`src/rtl/timer2_regs.svh`:
```
// How it works
// - outside baud mode, counter overflow or underflow sets the overflow flag, which may interrupt
// - counter select picks internal clock or falling edges on count pin; 16 bits
// - capture mode without external enable is a plain 16-bit timer/counter
// - capture mode with external enable: pin falling edge copies count, sets flag
// - in capture mode the external flag requests interrupt like overflow flag
// - auto-reload mode reloads count from reload bytes on every overflow
// - up-only reload with external enable: pin falling edge reloads, sets flag
// - down-count enable clear counts up only, overflow past ffff reloads
// - down-count enable set: pin high counts up, pin low counts down
// - counting down, count equal reload value loads all ones, sets overflow
// - up/down mode toggles external flag on each wrap; no interrupt from it
// - each port direction clock select routes the overflow rate as baud clock
// - baud mode increments on the prescaled timer clock
// - priority: stopped, baud, capture, then auto-reload up or up/down
// - baud mode roll-overs never set the interrupt request
`ifndef TIMER2_REGS_SVH
`define TIMER2_REGS_SVH
`define T2_CONTROL_ADDR  12'h418
`define T2_MODE_ADDR     12'h419
`define T2_COUNT_ADDR    12'h420
`define T2_RELOAD_ADDR   12'h424
`define T2_STATUS_ADDR   12'h428
`define T2_MASK_ADDR     12'h42c
`define T2_CTL_OVF       7
`define T2_CTL_EXT       6
`define T2_CTL_RX0       5
`define T2_CTL_TX0       4
`define T2_CTL_EXEN      3
`define T2_CTL_RUN       2
`define T2_CTL_CNT       1
`define T2_CTL_CAP       0
`define T2_MOD_RX1       5
`define T2_MOD_TX1       4
`define T2_MOD_DOWN_COUNT_ENABLE      0
`define T2_MOD_MASK      8'h31
`define T2_RESET_BYTE    8'h00
`define T2_ALL_ONES      16'hffff
`define T2_PRESCALE      4
`endif

```
`src/rtl/timer2_pkg.sv`:
```
`default_nettype none
package timer2_pkg;
  typedef enum logic [2:0] {
    mode_off     = 3'b000,
    mode_reload  = 3'b001,
    mode_updown  = 3'b011,
    mode_capture = 3'b010,
    mode_baud    = 3'b110
  } t2_mode_t;
endpackage
`default_nettype wire

```
`src/rtl/timer2.sv`:
```
// Local design decision: the Wishbone interface to the registers.
`default_nettype none
`include "timer2_regs.svh"
module timer2
  import timer2_pkg::*;
(
  input  wire logic        clock,
  input  wire logic        arst_n,
  input  wire logic        wb_cyc_i,
  input  wire logic        wb_stb_i,
  input  wire logic        wb_we_i,
  input  wire logic [11:0] wb_adr_i,
  input  wire logic [3:0]  wb_sel_i,
  input  wire logic [31:0] wb_dat_i,
  output logic      [31:0] wb_dat_o,
  output logic             wb_ack_o,
  input  wire logic        t2_count_pin,
  input  wire logic        t2_capture_direction_pin,
  output logic             irq,
  output logic             uart0_rx_baud,
  output logic             uart0_tx_baud,
  output logic             uart1_rx_baud,
  output logic             uart1_tx_baud
);
  ////////////////////////////////////////////////////////////////////////
  logic [7:0]  timer2_control;
  logic [7:0]  timer2_mode_reg;
  logic [15:0] count;
  logic [15:0] reload;
  logic [1:0]  int_mask;
  logic        cnt_level;
  logic        cnt_fall;
  logic        dir_level;
  logic        dir_fall;
  logic [1:0]  pre_cnt;
  logic        prescaled_timer_clock;
  t2_mode_t    mode;
  logic        tick;
  logic        up;
  logic        wrap;
  logic        ext_event;
  logic [15:0] next_count;
  logic        set_ovf;
  logic        wr;
  logic        rd_ack;
  logic [31:0] rd_data;

  pin_sync u_cnt_sync (
    .clock  (clock),
    .arst_n (arst_n),
    .pin    (t2_count_pin),
    .level  (cnt_level),
    .fall   (cnt_fall)
  );
  pin_sync u_dir_sync (
    .clock  (clock),
    .arst_n (arst_n),
    .pin    (t2_capture_direction_pin),
    .level  (dir_level),
    .fall   (dir_fall)
  );

  function automatic logic hit(input logic [11:0] a, input logic [11:0] base);
    hit = (a[11:2] == base[11:2]);
  endfunction

  ////////////////////////////////////////////////////////////////////////
  // prescaler: divide by four for the timer clock enable
  always_ff @(posedge clock or negedge arst_n) begin
    if (!arst_n) begin
      pre_cnt <= 2'h0;
    end else begin
      pre_cnt <= pre_cnt + 2'h1;
    end
  end
  assign prescaled_timer_clock = (pre_cnt == 2'(`T2_PRESCALE - 1));

  ////////////////////////////////////////////////////////////////////////
  // mode decode
  always_comb begin
    if (!timer2_control[`T2_CTL_RUN]) begin
      mode = mode_off;
    end else if (timer2_control[`T2_CTL_RX0] | timer2_control[`T2_CTL_TX0] |
                 timer2_mode_reg[`T2_MOD_RX1] | timer2_mode_reg[`T2_MOD_TX1]) begin
      mode = mode_baud;
    end else if (timer2_control[`T2_CTL_CAP]) begin
      mode = mode_capture;
    end else if (timer2_mode_reg[`T2_MOD_DOWN_COUNT_ENABLE]) begin
      mode = mode_updown;
    end else begin
      mode = mode_reload;
    end
  end

  // baud mode always uses the prescaled clock, ignoring counter select
  always_comb begin
    case (mode)
      mode_off:  tick = 1'b0;
      mode_baud: tick = prescaled_timer_clock;
      default:   tick = timer2_control[`T2_CTL_CNT] ? cnt_fall : prescaled_timer_clock;
    endcase
  end

  assign up = (mode != mode_updown) | dir_level;
  assign wrap = tick & (up ? (count == `T2_ALL_ONES) : (count == reload));
  // updown mode uses the pin as direction, so no edge events there
  assign ext_event = timer2_control[`T2_CTL_EXEN] & dir_fall &
                     ((mode == mode_capture) | (mode == mode_reload));

  always_comb begin
    next_count = count;
    if (mode == mode_reload && ext_event) begin
      next_count = reload;
    end else if (tick) begin
      if (wrap) begin
        case (mode)
          mode_capture: next_count = 16'h0000;
          mode_updown:  next_count = up ? reload : `T2_ALL_ONES;
          default:      next_count = reload;
        endcase
      end else begin
        next_count = up ? count + 16'h0001 : count - 16'h0001;
      end
    end
  end

  assign set_ovf = wrap & (mode != mode_baud);

  ////////////////////////////////////////////////////////////////////////
  // baud clock outputs: one pulse per overflow to the selected directions
  always_ff @(posedge clock or negedge arst_n) begin
    if (!arst_n) begin
      uart0_rx_baud <= 1'b0;
      uart0_tx_baud <= 1'b0;
      uart1_rx_baud <= 1'b0;
      uart1_tx_baud <= 1'b0;
    end else begin
      uart0_rx_baud <= wrap & timer2_control[`T2_CTL_RX0];
      uart0_tx_baud <= wrap & timer2_control[`T2_CTL_TX0];
      uart1_rx_baud <= wrap & timer2_mode_reg[`T2_MOD_RX1];
      uart1_tx_baud <= wrap & timer2_mode_reg[`T2_MOD_TX1];
    end
  end

  ////////////////////////////////////////////////////////////////////////
  // wishbone slave, one wait state; a write lands on the edge that sees ack
  assign wr = wb_cyc_i & wb_stb_i & wb_we_i & wb_ack_o;

  always_ff @(posedge clock or negedge arst_n) begin
    if (!arst_n) begin
      wb_ack_o <= 1'b0;
    end else begin
      wb_ack_o <= wb_cyc_i & wb_stb_i & ~wb_ack_o;
    end
  end

  always_comb begin
    rd_data = 32'h0000_0000;
    if (hit(wb_adr_i, `T2_CONTROL_ADDR)) begin
      rd_data = {16'h0000, timer2_mode_reg, timer2_control};
    end else if (hit(wb_adr_i, `T2_COUNT_ADDR)) begin
      rd_data = {16'h0000, count};
    end else if (hit(wb_adr_i, `T2_RELOAD_ADDR)) begin
      rd_data = {16'h0000, reload};
    end else if (hit(wb_adr_i, `T2_STATUS_ADDR)) begin
      rd_data = {30'h00000000, timer2_control[`T2_CTL_EXT], timer2_control[`T2_CTL_OVF]};
    end else if (hit(wb_adr_i, `T2_MASK_ADDR)) begin
      rd_data = {30'h00000000, int_mask};
    end
  end
  assign rd_ack = wb_cyc_i & wb_stb_i & ~wb_we_i & ~wb_ack_o;

  always_ff @(posedge clock or negedge arst_n) begin
    if (!arst_n) begin
      wb_dat_o <= 32'h0000_0000;
    end else if (rd_ack) begin
      wb_dat_o <= rd_data;
    end
  end

  ////////////////////////////////////////////////////////////////////////
  // control register; flags: software write, hardware set wins
  always_ff @(posedge clock or negedge arst_n) begin
    if (!arst_n) begin
      timer2_control <= `T2_RESET_BYTE;
    end else begin
      if (wr && wb_sel_i[0] && hit(wb_adr_i, `T2_CONTROL_ADDR)) begin
        timer2_control <= wb_dat_i[7:0];
      end else if (wr && wb_sel_i[0] && hit(wb_adr_i, `T2_STATUS_ADDR)) begin
        if (wb_dat_i[0]) begin
          timer2_control[`T2_CTL_OVF] <= 1'b0;
        end
        if (wb_dat_i[1]) begin
          timer2_control[`T2_CTL_EXT] <= 1'b0;
        end
      end
      if (set_ovf) begin
        timer2_control[`T2_CTL_OVF] <= 1'b1;
      end
      if (ext_event) begin
        timer2_control[`T2_CTL_EXT] <= 1'b1;
      end else if (mode == mode_updown && wrap) begin
        timer2_control[`T2_CTL_EXT] <= ~timer2_control[`T2_CTL_EXT];
      end
    end
  end

  always_ff @(posedge clock or negedge arst_n) begin
    if (!arst_n) begin
      timer2_mode_reg <= `T2_RESET_BYTE;
      int_mask        <= 2'h0;
    end else if (wr) begin
      // mode byte shares the control word, in byte lane 1
      if (wb_sel_i[1] && hit(wb_adr_i, `T2_MODE_ADDR)) begin
        timer2_mode_reg <= wb_dat_i[15:8] & `T2_MOD_MASK;
      end
      if (wb_sel_i[0] && hit(wb_adr_i, `T2_MASK_ADDR)) begin
        int_mask <= wb_dat_i[1:0];
      end
    end
  end

  ////////////////////////////////////////////////////////////////////////
  // counter and reload/capture; software write beats count update, capture beats reload write
  always_ff @(posedge clock or negedge arst_n) begin
    if (!arst_n) begin
      count <= 16'h0000;
    end else if (wr && hit(wb_adr_i, `T2_COUNT_ADDR) && wb_sel_i[1:0] != 2'b00) begin
      count <= {wb_sel_i[1] ? wb_dat_i[15:8] : count[15:8],
                wb_sel_i[0] ? wb_dat_i[7:0] : count[7:0]};
    end else begin
      count <= next_count;
    end
  end

  always_ff @(posedge clock or negedge arst_n) begin
    if (!arst_n) begin
      reload <= 16'h0000;
    end else if (mode == mode_capture && ext_event) begin
      reload <= count;
    end else if (wr && hit(wb_adr_i, `T2_RELOAD_ADDR)) begin
      reload <= {wb_sel_i[1] ? wb_dat_i[15:8] : reload[15:8],
                 wb_sel_i[0] ? wb_dat_i[7:0] : reload[7:0]};
    end
  end

  // external flag never interrupts in up/down or baud mode
  always_comb begin
    irq = (timer2_control[`T2_CTL_OVF] & int_mask[0]) |
          (timer2_control[`T2_CTL_EXT] & int_mask[1] &
           (mode != mode_updown) & (mode != mode_baud));
  end

  ////////////////////////////////////////////////////////////////////////
  // counting checks skip write cycles, since a software write may override
  overflow_sets_flag_a: assert property (@(posedge clock) disable iff (!arst_n)
    set_ovf |=> timer2_control[`T2_CTL_OVF])
    else $error("overflow flag not set");
  ovf_irq_a: assert property (@(posedge clock) disable iff (!arst_n)
    (timer2_control[`T2_CTL_OVF] && int_mask[0]) |-> irq)
    else $error("overflow interrupt missing");
  pin_select_a: assert property (@(posedge clock) disable iff (!arst_n)
    (mode != mode_off && mode != mode_baud && timer2_control[`T2_CTL_CNT] && !cnt_fall &&
     !ext_event && !wr) |=> $stable(count))
    else $error("count moved without a pin edge");
  pin_counts_a: assert property (@(posedge clock) disable iff (!arst_n)
    (mode == mode_reload && timer2_control[`T2_CTL_CNT] && cnt_fall && !wrap &&
     !ext_event && !wr) |=> count == $past(count) + 16'h0001)
    else $error("pin edge not counted");
  stopped_holds_count_a: assert property (@(posedge clock) disable iff (!arst_n)
    (mode == mode_off && !wr) |=> $stable(count))
    else $error("count moved while stopped");
  capture_wraps_zero_a: assert property (@(posedge clock) disable iff (!arst_n)
    (mode == mode_capture && wrap && !wr) |=>
      (count == 16'h0000) && timer2_control[`T2_CTL_OVF])
    else $error("capture mode overflow wrong");
  capture_copies_count_a: assert property (@(posedge clock) disable iff (!arst_n)
    (mode == mode_capture && ext_event) |=>
      (reload == $past(count)) && timer2_control[`T2_CTL_EXT])
    else $error("capture missed");
  capture_keeps_count_a: assert property (@(posedge clock) disable iff (!arst_n)
    (mode == mode_capture && ext_event && !tick && !wr) |=> $stable(count))
    else $error("capture disturbed count");
  capture_ext_irq_a: assert property (@(posedge clock) disable iff (!arst_n)
    (mode == mode_capture && timer2_control[`T2_CTL_EXT] && int_mask[1]) |-> irq)
    else $error("capture interrupt missing");
  irq_masked_a: assert property (@(posedge clock) disable iff (!arst_n)
    (int_mask == 2'h0) |-> !irq)
    else $error("interrupt while masked");
  reload_on_wrap_a: assert property (@(posedge clock) disable iff (!arst_n)
    (mode == mode_reload && wrap && !wr) |=> count == $past(reload))
    else $error("no reload on overflow");
  ext_edge_reload_a: assert property (@(posedge clock) disable iff (!arst_n)
    (mode == mode_reload && ext_event && !wr) |=>
      (count == $past(reload)) && timer2_control[`T2_CTL_EXT])
    else $error("pin edge did not reload");
  no_exen_edge_a: assert property (@(posedge clock) disable iff (!arst_n)
    (dir_fall && !timer2_control[`T2_CTL_EXEN] && mode == mode_capture && !wr) |=>
      $stable(reload))
    else $error("edge acted without enable");
  up_counts_a: assert property (@(posedge clock) disable iff (!arst_n)
    (mode == mode_reload && tick && !wrap && !ext_event && !wr) |=>
      count == $past(count) + 16'h0001)
    else $error("up count wrong");
  down_counts_a: assert property (@(posedge clock) disable iff (!arst_n)
    (mode == mode_updown && tick && !up && !wrap && !wr) |=>
      count == $past(count) - 16'h0001)
    else $error("down count wrong");
  updown_up_wrap_a: assert property (@(posedge clock) disable iff (!arst_n)
    (mode == mode_updown && wrap && up && !wr) |=> count == $past(reload))
    else $error("up wrap did not reload");
  down_wrap_ones_a: assert property (@(posedge clock) disable iff (!arst_n)
    (mode == mode_updown && wrap && !up && !wr) |=> count == `T2_ALL_ONES)
    else $error("underflow did not load ones");
  down_wrap_flag_a: assert property (@(posedge clock) disable iff (!arst_n)
    (mode == mode_updown && wrap && !up) |=> timer2_control[`T2_CTL_OVF])
    else $error("underflow did not set flag");
  updown_toggles_ext_a: assert property (@(posedge clock) disable iff (!arst_n)
    (mode == mode_updown && wrap && !wr) |=>
      timer2_control[`T2_CTL_EXT] != $past(timer2_control[`T2_CTL_EXT]))
    else $error("external flag did not toggle");
  updown_no_ext_irq_a: assert property (@(posedge clock) disable iff (!arst_n)
    (mode == mode_updown && !int_mask[0]) |-> !irq)
    else $error("external flag interrupted in up/down");
  baud_pulse_a: assert property (@(posedge clock) disable iff (!arst_n)
    (wrap && timer2_control[`T2_CTL_TX0]) |=> uart0_tx_baud)
    else $error("baud pulse missing");
  rx0_pulse_a: assert property (@(posedge clock) disable iff (!arst_n)
    (wrap && timer2_control[`T2_CTL_RX0]) |=> uart0_rx_baud)
    else $error("receive baud pulse missing");
  rx1_pulse_a: assert property (@(posedge clock) disable iff (!arst_n)
    (wrap && timer2_mode_reg[`T2_MOD_RX1]) |=> uart1_rx_baud)
    else $error("second receive baud pulse missing");
  tx1_pulse_a: assert property (@(posedge clock) disable iff (!arst_n)
    (wrap && timer2_mode_reg[`T2_MOD_TX1]) |=> uart1_tx_baud)
    else $error("second transmit baud pulse missing");
  baud_tick_a: assert property (@(posedge clock) disable iff (!arst_n)
    (mode == mode_baud && !prescaled_timer_clock && !wr) |=> $stable(count))
    else $error("baud count off the timer clock");
  baud_priority_a: assert property (@(posedge clock) disable iff (!arst_n)
    (timer2_control[`T2_CTL_RUN] && (timer2_control[`T2_CTL_RX0] ||
     timer2_control[`T2_CTL_TX0] || timer2_mode_reg[`T2_MOD_RX1] ||
     timer2_mode_reg[`T2_MOD_TX1])) |-> mode == mode_baud)
    else $error("baud select lost priority");
  stop_priority_a: assert property (@(posedge clock) disable iff (!arst_n)
    !timer2_control[`T2_CTL_RUN] |-> mode == mode_off)
    else $error("run bit lost priority");
  baud_no_flag_a: assert property (@(posedge clock) disable iff (!arst_n)
    (mode == mode_baud && !timer2_control[`T2_CTL_OVF] && !wr) |=>
      !timer2_control[`T2_CTL_OVF])
    else $error("baud roll-over set flag");
  set_beats_clear_a: assert property (@(posedge clock) disable iff (!arst_n)
    (set_ovf && wr) |=> timer2_control[`T2_CTL_OVF])
    else $error("clear beat set");
  ext_set_wins_a: assert property (@(posedge clock) disable iff (!arst_n)
    (ext_event && wr) |=> timer2_control[`T2_CTL_EXT])
    else $error("clear beat external set");
  count_pin_fall_a: assert property (@(posedge clock) disable iff (!arst_n)
    cnt_fall |=> !cnt_level)
    else $error("count pin edge without low level");
  capture_pin_fall_a: assert property (@(posedge clock) disable iff (!arst_n)
    dir_fall |=> !dir_level)
    else $error("capture pin edge without low level");
  ack_pulse_a: assert property (@(posedge clock) disable iff (!arst_n)
    wb_ack_o |=> !wb_ack_o)
    else $error("ack held too long");
  ack_answer_a: assert property (@(posedge clock) disable iff (!arst_n)
    (wb_cyc_i && wb_stb_i && !wb_ack_o) |=> wb_ack_o)
    else $error("ack missing");
endmodule
`default_nettype wire

```
`src/rtl/pin_sync.sv`:
```
`default_nettype none
module pin_sync (
  input  wire logic clock,
  input  wire logic arst_n,
  input  wire logic pin,
  output logic      level,
  output logic      fall
);
  logic stage1;
  logic stage2;
  // stage1 only feeds stage2; edge compares later samples
  always_ff @(posedge clock or negedge arst_n) begin
    if (!arst_n) begin
      stage1 <= 1'b1;
      stage2 <= 1'b1;
      level  <= 1'b1;
    end else begin
      stage1 <= pin;
      stage2 <= stage1;
      level  <= stage2;
    end
  end
  assign fall = level & ~stage2;
endmodule
`default_nettype wire

```
`config.mk`:
```
export PLATFORM = sky130hd
export DESIGN_NAME = timer2
export DESIGN_NICKNAME = d
export VERILOG_FILES = /design/src/rtl/timer2_pkg.sv /design/src/rtl/timer2.sv /design/src/rtl/pin_sync.sv
export VERILOG_INCLUDE_DIRS = /design/src /design/src/rtl
export SDC_FILE = /design/constraint.sdc
export NUM_CORES = 1
export LEC_CHECK = 0
export ABC_AREA = 0
export BUFFER_PORTS_ARGS = -buffer_cell sky130_fd_sc_hd__buf_2
export CORE_MARGIN = 2
export CORE_UTILIZATION = 50
export DETAILED_ROUTE_END_ITERATION = 6
export MAX_ROUTING_LAYER = met4
export PLACE_DENSITY_LB_ADDON = 0.1
export SLEW_MARGIN = 25
export SYNTH_ARGS = -nofsm -noshare
export SYNTH_HDL_FRONTEND = slang
export SYNTH_SLANG_ARGS = --single-unit
```
`constraint.sdc`:
```
create_clock -name clock -period 4.3 [get_ports clock]
set_input_delay 0.86 -clock clock [delete_from_list [all_inputs] [get_ports clock]]
set_output_delay 0.86 -clock clock [all_outputs]
set_load 0.02 [all_outputs]
```
# Yosys cells after proc, flatten, opt, wreduce, memory -nomap -nowiden
# Index checks and enable logic that the tools add are counted.
# word_totals
ff_bits,90
out_inout_bits,38
wordCells,131
# op_classes
add_sub_neg,3
eq_ne,16
mux,30
n_bitwise,31
reduce_logical,29
# op_table
operator,n
16-bit two-way mux,11
10-bit by 9-bit equality test with 1-bit output (second input constant),5
16-bit case mux with 2 select lines,1
1-bit AND,20
16-bit by 1-bit adder with 16-bit output (second input constant),1
16-bit equality test,1
16-bit equality test (second input constant),1
8-bit two-way mux,2
2-bit AND reduction,8
16-bit by 1-bit subtractor with 16-bit output (second input constant),1
2-bit two-way mux,6
1-bit logical AND,11
3-bit nonzero test,3
2-bit nonzero test,4
4-bit nonzero test,2
1-bit two-way mux,7
3-bit by 2-bit equality test with 1-bit output (second input constant),2
3-bit two-way mux,2
1-bit OR,6
1-bit inverter,5
2-bit inequality test (second input constant),2
3-bit by 1-bit equality test with 1-bit output (second input constant),1
3-bit equality test (second input constant),1
3-bit logical NOT,1
other kinds (5),5

# Logic depth before layout (Yosys ltp)
# Gate-level depths: netlist of run 1.
# logic_depth
ltp_word,13
depth_mapped,16

# Cells and area by module
# A second synthesis of run 1 with hierarchy kept.
# unflattened
cells_unflattened,613
area_unflattened_um2,5278.8
# by_module_without_submodules
mod,instances,cells_each,area_per_inst_um2
timer2,1,605,5093.6
pin_sync,2,4,92.6

# Worst setup path before layout of run 1
# No wires, ideal clock.
# synth_timing
path_type,reg2reg
start,register timer2_mode_reg[5]
end,register count[12]
setup_ns,0.135
t_arrival_ns,3.537
required_time_ns,4.165
setup_slack_ns,0.628
path_stages_with_launch,16
path_buffers,3
path_cell_list,dfrtp_1 -> nor4_2 -> and2_1 -> clkbuf_1 -> buf_1 -> buf_1 -> xnor2_1 -> ha_1 -> nor4_1 -> nand2_1 -> nor4_1 -> a41oi_1 -> xnor2_1 -> mux2i_1 -> a221oi_2 -> a21oi_1
# synth_via
elab_chain_len,12
# synth_lines
element,line_no,source
"start, declared",timer2.sv:27,logic [7:0] timer2_mode_reg;
"start signal, assigned",timer2.sv:210,timer2_mode_reg <= `T2_RESET_BYTE;
"start signal, assigned",timer2.sv:215,timer2_mode_reg <= wb_dat_i[15:8] & `T2_MOD_MASK;
1-bit OR * (2 in a row),timer2.sv:83,end else if (timer2_control[`T2_CTL_RX0] | timer2_control[`T2_CTL_TX0] |
3-bit two-way mux *,timer2.sv:83,
3-bit two-way mux *,timer2.sv:81,if (!timer2_control[`T2_CTL_RUN]) begin
3-bit by 2-bit inequality test with 1-bit output,timer2.sv:104,assign up = (mode != mode_updown) | dir_level;
1-bit OR,timer2.sv:104,
16-bit two-way mux (no line) / 1-bit two-way mux (equally long branches),--,
16-bit case mux with 2 select lines / 1-bit AND (equally long branches),"timer2.sv:116, timer2.sv:105",
16-bit two-way mux,timer2.sv:115,if (wrap) begin
16-bit two-way mux,timer2.sv:114,end else if (tick) begin
16-bit two-way mux,timer2.sv:112,if (mode == mode_reload && ext_event) begin
16-bit two-way mux,timer2.sv:228,"end else if (wr && hit(wb_adr_i, `T2_COUNT_ADDR) && wb_sel_i[1:0] != 2'b00) begin"
"end signal, assigned",timer2.sv:229,"count <= {wb_sel_i[1] ? wb_dat_i[15:8] : count[15:8],"
"end signal, assigned",timer2.sv:232,count <= next_count;
"end, declared",timer2.sv:28,logic [15:0] count;
# Every way passes the cells marked *; elsewhere a longest branch is shown, timed or not. The select of a mux whose other input is x is not followed.
# A chain may end at the register's enable or synchronous reset.

# Worst setup path after layout of run 1
# layout_timing
start,register count[8]
end,register count[12]
# layout_via
elab_chain_len,7
# layout_lines
element,line_no
branches (longest 3 deep; another with 16-bit by 1-bit subtractor with 16-bit output),--
16-bit two-way mux *,timer2.sv:115
16-bit two-way mux *,timer2.sv:114
16-bit two-way mux *,timer2.sv:112
16-bit two-way mux *,timer2.sv:228
# Mark *: on every way between the ends. The select of a mux whose other input is x is not followed.

==> metrics.csv, run 1 <==
metric,value,unit
irDropWorstVdd,0.1797,mV
grt_remaining_overflow,0,
layout.nets,682,
p_leak,2.330,nW
cts_setup_buffers,0,
maxSlewViolCount,0,
finClkSkew,0.01084,ns
critical_path.startpoint_type,flip-flop,
synth-edff-count,0,
fp.dieH,103.9,um
grt_pass1_wl,24290,um
grt_usage,29.46,%
max_freq,0.2788,GHz
endpoint_kind,flip-flop,
ys_warn_count,0,
grt_max_degree,75,
final_cell_mix,"78 x nor2_1, 68 x dfrtp_1, 55 x buf_2, 53 x nand2_1, 33 x nor3_1",
drt_iter0_drc,438,
io_buffers,56,
cts_sinks,74,
cts-buffers-inserted,9,
h-tree-depth,3,
critPathMaxFanout,14,
numPlacedInstances,746,
ys_ff_latch,74,
hold_class,flip-flop to flip-flop,
ios,93,
drcViolationCount,0,
viasPerCell,6.305,
ant_nets,0,
yosysSeqAreaShare,37.29,%
synthArstFlopShare,100.0,%
hold_viol,0,
grt_setup_unrepaired,false,
drv_cap,0,
p_per_area,265.7,nW/um^2
antenna-diode-count,0,
coreArea,9729,um^2
post_drt_wl_per_cell,19.82,um
placementRows,36,
grt_pass1_vias,4493,
cts_tree,built,
cts_resized,0,
path_clk_slew,0.08,ns
insertion_delay,0.37,ns
die_area,10790,um^2
path_class,flip-flop to flip-flop,
relSlewSlack,36.86,%
required,4.51,ns
die-width,103.9,um
period_needed,3.587,ns
fin_cells,763,
final.period_utilization,83.42,%
final_common_cell,nor2_1,
routabilityCongestion,0.9057,
syn2layout_area_growth,10.56,%
cp.arrival,3.79,ns
wl,15130,um
syn_area_per_cell,8.465,um^2
start_util,51.25,%
outcome,"complete, no violations",
post-dp-hpwl,10790,um
tns,0,ns
cts_buffer_depth,2,
cts-root-buf,clkbuf_8,
totalPowerFinal,1.465,mW
firstDrtPassIters,6,
dr_total_vias,4811,
syn_area,4986,um^2
drive_above_1_share,18.57,%
tightest_slew,0.9471,ns
ys_types,68,
fin_util,56.66,%
antenna_found_initial,0,
synth-main-ff-cell,dfrtp_1,
postCtsHoldBufs,0,
syn_inst,589,
reg.largest.list,"count (16), reload (16), wb_dat_o (16)",
setup_violations,0,
-- cells by family (layout without fill, tap and decap cells) --
group / after synthesis / after routing / share of synthesized area [%]
AOI/OAI and AO/OA: 140 / 140 / 19.87
other: 1 / 16 / 0.07521
adders and majority gates: 2 / 2 / 0.5018
muxes: 38 / 38 / 8.432
and+or+nand+nor: 246 / 246 / 24.17
DFF: 74 / 74 / 37.29
xor gates and xnor gates: 15 / 15 / 2.635
buffers and inverters: 73 / 99 / 7.026
-- cells in the mapped netlist (3+ instances only) --
cell / instances / share of area, %
a21boi_0: 3 / 0.45
a21o_1: 3 / 0.45
a21oi_1: 32 / 3.2
a221oi_1: 14 / 2.5
a31o_2: 3 / 0.53
a31oi_1: 10 / 1.3
a41oi_1: 3 / 0.53
and2_1: 8 / 1.0
and3_1: 6 / 0.75
buf_1: 6 / 0.45
buf_2: 4 / 0.40
buf_4: 17 / 2.6
clkbuf_1: 29 / 2.2
dfrtp_1: 68 / 34
dfstp_2: 6 / 3.2
inv_1: 15 / 1.1
mux2_2: 12 / 2.7
mux2i_1: 24 / 4.8
nand2_1: 53 / 4.0
nand2b_1: 8 / 1.0
nand3_1: 16 / 1.6
nand4_1: 4 / 0.50
nor2_1: 79 / 5.9
nor2b_1: 7 / 0.88
nor3_1: 33 / 3.3
nor4_1: 9 / 1.1
o211ai_1: 3 / 0.45
o21ai_0: 27 / 2.7
o22ai_1: 3 / 0.38
o2bb2ai_1: 5 / 0.88
o31ai_1: 8 / 1.2
or3_1: 5 / 0.63
or4_1: 4 / 0.60
xnor2_1: 11 / 1.9
xor2_1: 4 / 0.70
-- metal layers --
metal  GRT usage (%)  vias to the layer above  part of all wire [%]
met2           44.03                      257                    46
met4           10.71                        0                   2.8
met5               -                        -                     0
met3           4.762                       41                   8.0
li1                -                     2185                     -
met1           40.71                     2328                    44
-- critical path, cell delays in order, from the launching register on --
cell	delay, ns
dfrtp_1	0.67
nor2b_1	0.15
a2111oi_4	0.37
o2111ai_1	0.17
or4_4	0.60
nor4b_4	0.66
buf_4	0.32
mux2i_1	0.11
a221oi_2	0.26
a21oi_1	0.10
-- path summary, 6_finish.rpt --
| kind | depth (start not counted) | endpoint | slack [ns] | from |
|---|---|---|---|---|
| max | 9 | count[12] | 0.71 | count[8] |
| max in group asynchronous | 2 | u_dir_sync.level | 3.29 | arst_n |
| min in group asynchronous | 1 | wb_dat_o[7] | 0.40 | arst_n |
| min reg2reg | 0 | u_cnt_sync.stage2 | 0.36 | u_cnt_sync.stage1 |
| min | 0 | u_cnt_sync.stage2 | 0.36 | u_cnt_sync.stage1 |
| max reg2reg | 9 | count[12] | 0.71 | count[8] |
-- where the power goes --
| group | switching, mW | internal (mW) |
|---|---|---|
| sequential | 0.0140 | 0.721 |
| combinational | 0.0973 | 0.0491 |
| clock | 0.306 | 0.278 |
-- through the flow --
step | setup slack, ns | instance area, um^2 | hold WS (ns)
floorplan | 0.6280 | 5042 | 0.3452
global route | 0.5464 | 5513 | 0.3625
finish | 0.7131 | 5513 | 0.3609
detailed placement | 0.7180 | 5279 | 0.3488
global placement | 0.7556 | 5279 | 0.3462
CTS | 0.7666 | 5485 | 0.3617
-- layout make-up --
type	instances	area [um^2]
clock inverters	7	82.58
inverters	16	60.06
multi-input cells	457	2835
flip-flops and latches	74	1859
clock buffers	9	123.9
fillers	909	4217
well taps	133	166.4
repair buffers	67	385.4
Power figures use the tool's default switching activity.
==> inputs of run 2 (changes only) <==
- clock period: 4.3 -> 2.9 ns (I/O delays scaled with it)
==> run 2 against run 1 <==
Flip-flop and latch count unchanged. First-iteration DRC count grew 15%. Largest cell class unchanged. Wire length increased by 3.6%. Power up 56%. Non-clock buffer count rose by 51.
==> metrics.csv, run 2 (same netlist as run 1, synthesis figures left out) <==
metric,value,unit,change
layout.nets,733,,was 682
endpoint_kind,flip-flop,,unchanged
critPathMaxFanout,5,,was 14
crit_path_end,count[8],,was count[12]
grt_setup_unrepaired,true,,was false
grt_max_degree,75,,unchanged
cts_tree,built,,unchanged
outcome,"complete, no violations",,unchanged
hold_viol,0,,unchanged
required,3.15,ns,was 4.51 ns
cts_sinks,74,,unchanged
critical_path.startpoint_type,flip-flop,,unchanged
tns,0,ns,unchanged
start_util,51.25,%,unchanged
wl,15670,um,was 15130 um
antenna-diode-count,0,,unchanged
max_freq,0.3553,GHz,was 0.2788 GHz
p_int,1.661,mW,was 1.048 mW
irDropWorstVdd,0.2604,mV,was 0.1797 mV
rr_worst_depth,9,,unchanged
period_needed,2.815,ns,was 3.587 ns
switching_power,621.6,uW,was 416.9 uW
die-width,103.9,um,unchanged
fp.dieH,103.9,um,unchanged
cts-buffers-inserted,9,,unchanged
rrSetupSlack,0.09,ns,was 0.71 ns
post-dp-hpwl,11520,um,was 10790 um
die_area,10790,um^2,unchanged
p_per_area,378.7,nW/um^2,was 265.7 nW/um^2
critPathLaunch,timer2_mode_reg[5],,was count[8]
syn2layout_area_growth,20.88,%,was 10.56%
path_class,flip-flop to flip-flop,,unchanged
rr_startpoint,timer2_mode_reg[5],,was count[8]
antenna_found_initial,0,,unchanged
drive_above_1_share,27.02,%,was 18.57%
clkPwrFrac,42.8,%,was 39.8%
final_common_cell,nor2_1,,unchanged
coreArea,9729,um^2,unchanged
setup_violations,0,,unchanged
numPlacedInstances,795,,was 746
hold_slack,0.2369,ns,was 0.3609 ns
power_frac_comb,9.6,%,was 10.0%
final_area,6027,um^2,was 5513 um^2
fin_cells,814,,was 763
reg.largest.list,"count (16), reload (16), wb_dat_o (16)",,unchanged
cts-root-buf,clkbuf_8,,unchanged
post_drt_wl_per_cell,19.26,um,was 19.82 um
drv_cap,0,,unchanged
p_leak,2.632,nW,was 2.330 nW
final.period_utilization,97.05,%,was 83.42%
maxSlewViolCount,0,,unchanged
timing.rr.end,count[8],,was count[12]
placementRows,36,,unchanged
hold_class,input pin to async pin,,was flip-flop to flip-flop
h-tree-depth,3,,unchanged
io_buffers,56,,unchanged
cp.arrival,3.07,ns,was 3.79 ns
ios,93,,unchanged
totalPowerFinal,2.282,mW,was 1.465 mW
place_area,5702,um^2,was 5279 um^2
swShare,27.23,%,was 28.46%
path_clk_slew,0.09,ns,was 0.08 ns
finClkSkew,0.01424,ns,was 0.01084 ns
cts_buffer_depth,2,,unchanged
grt_usage,30.54,%,was 29.46%
ant_nets,0,,unchanged
insertion_delay,0.37,ns,about the same
relSlewSlack,53.01,%,was 36.86%
drcViolationCount,0,,unchanged
viasPerCell,6.125,,was 6.305
routabilityCongestion,0.9927,,was 0.9057
firstDrtPassIters,7,,was 6
dr_total_vias,4986,,was 4811
final_cell_mix,"77 x nor2_1, 66 x dfrtp_1, 59 x buf_4, 55 x buf_2, 52 x nand2_1",,"was 78 x nor2_1, 68 x dfrtp_1, 55 x buf_2, 53 x nand2_1, 33 x nor3_1"
tightest_slew,0.7048,ns,was 0.9471 ns
grt_pass1_vias,4784,,was 4493
grt_pass1_wl,25460,um,was 24290 um
drt_iter0_drc,502,,was 438
grt_remaining_overflow,0,,unchanged
p_seq_share,47.6,%,was 50.2%
==> run 2: what timing repair did <==
action	in CTS	in global routing
endpoints found under the hold margin	0	0
cloned	0	0
resized for setup	2	13
setup buffers	1	2
setup endpoints to repair	8	14
hold buffers	0	0
pin swaps	2	6
==> run 2: worst min-delay path by stage <==
stage | slack [ns] | endpoint | depth (start not counted) | startpoint
final | 0.24 | wb_dat_o[2] | 1 | arst_n
after global routing | 0.29 | wb_dat_o[3] | 1 | arst_n
after CTS | 0.29 | u_dir_sync.stage1 | 1 | t2_capture_direction_pin
after detailed placement | 0.35 | u_dir_sync.stage2 | 0 | u_dir_sync.stage1
after global placement | 0.35 | u_cnt_sync.stage2 | 0 | u_cnt_sync.stage1
after floorplan | 0.28 | count[0] | 0 | arst_n
==> run 2: area by class of cell <==
cell class              count  area (um^2)
clock buffers              10        137.6
clock inverters             6        97.59
fillers                   913         3702
inverters                  16        60.06
multi-input cells         457         2932
flip-flops and latches     74         1862
well taps                 133        166.4
repair buffers            118        772.0
==> run 2: power groups by stage <==
stage | registers (mW) | logic (mW) | clock network, mW
floorplan | 1.14 | 0.0935 | 0
global placement | 1.11 | 0.216 | 0
detailed placement | 1.11 | 0.218 | 0
CTS | 1.09 | 0.219 | 0.988
global route | 1.09 | 0.239 | 1.03
finish | 1.09 | 0.219 | 0.976
==> run 2: worst max-delay path: stages (launching register included) <==
cell       delay [ns]
dfrtp_2          0.46
or4_1            0.61
nor4_1           0.30
buf_4            0.18
a41oi_1          0.06
a21o_1           0.25
or3_1            0.32
o21ai_1          0.22
a221oi_1         0.12
o2bb2ai_1        0.18
==> run 2: through the flow <==
stage / setup slack, ns / utilization (%)
final: 0.08542 / 61.95
after global routing: -0.04440 / 61.95
after CTS: 0.005421 / 61.19
after detailed placement: -0.07983 / 58.60
after global placement: -0.05823 / 58.60
after floorplan: -0.08227 / -
==> run 2: routing by layer <==
layer / vias up / share of wire, % / global-route usage [%]
met3: 55 / 8.1 / 4.449
met1: 2359 / 44 / 42.57
li1: 2291 / - / -
met4: 0 / 2.7 / 11.10
met2: 281 / 45 / 45.58
met5: - / 0 / -
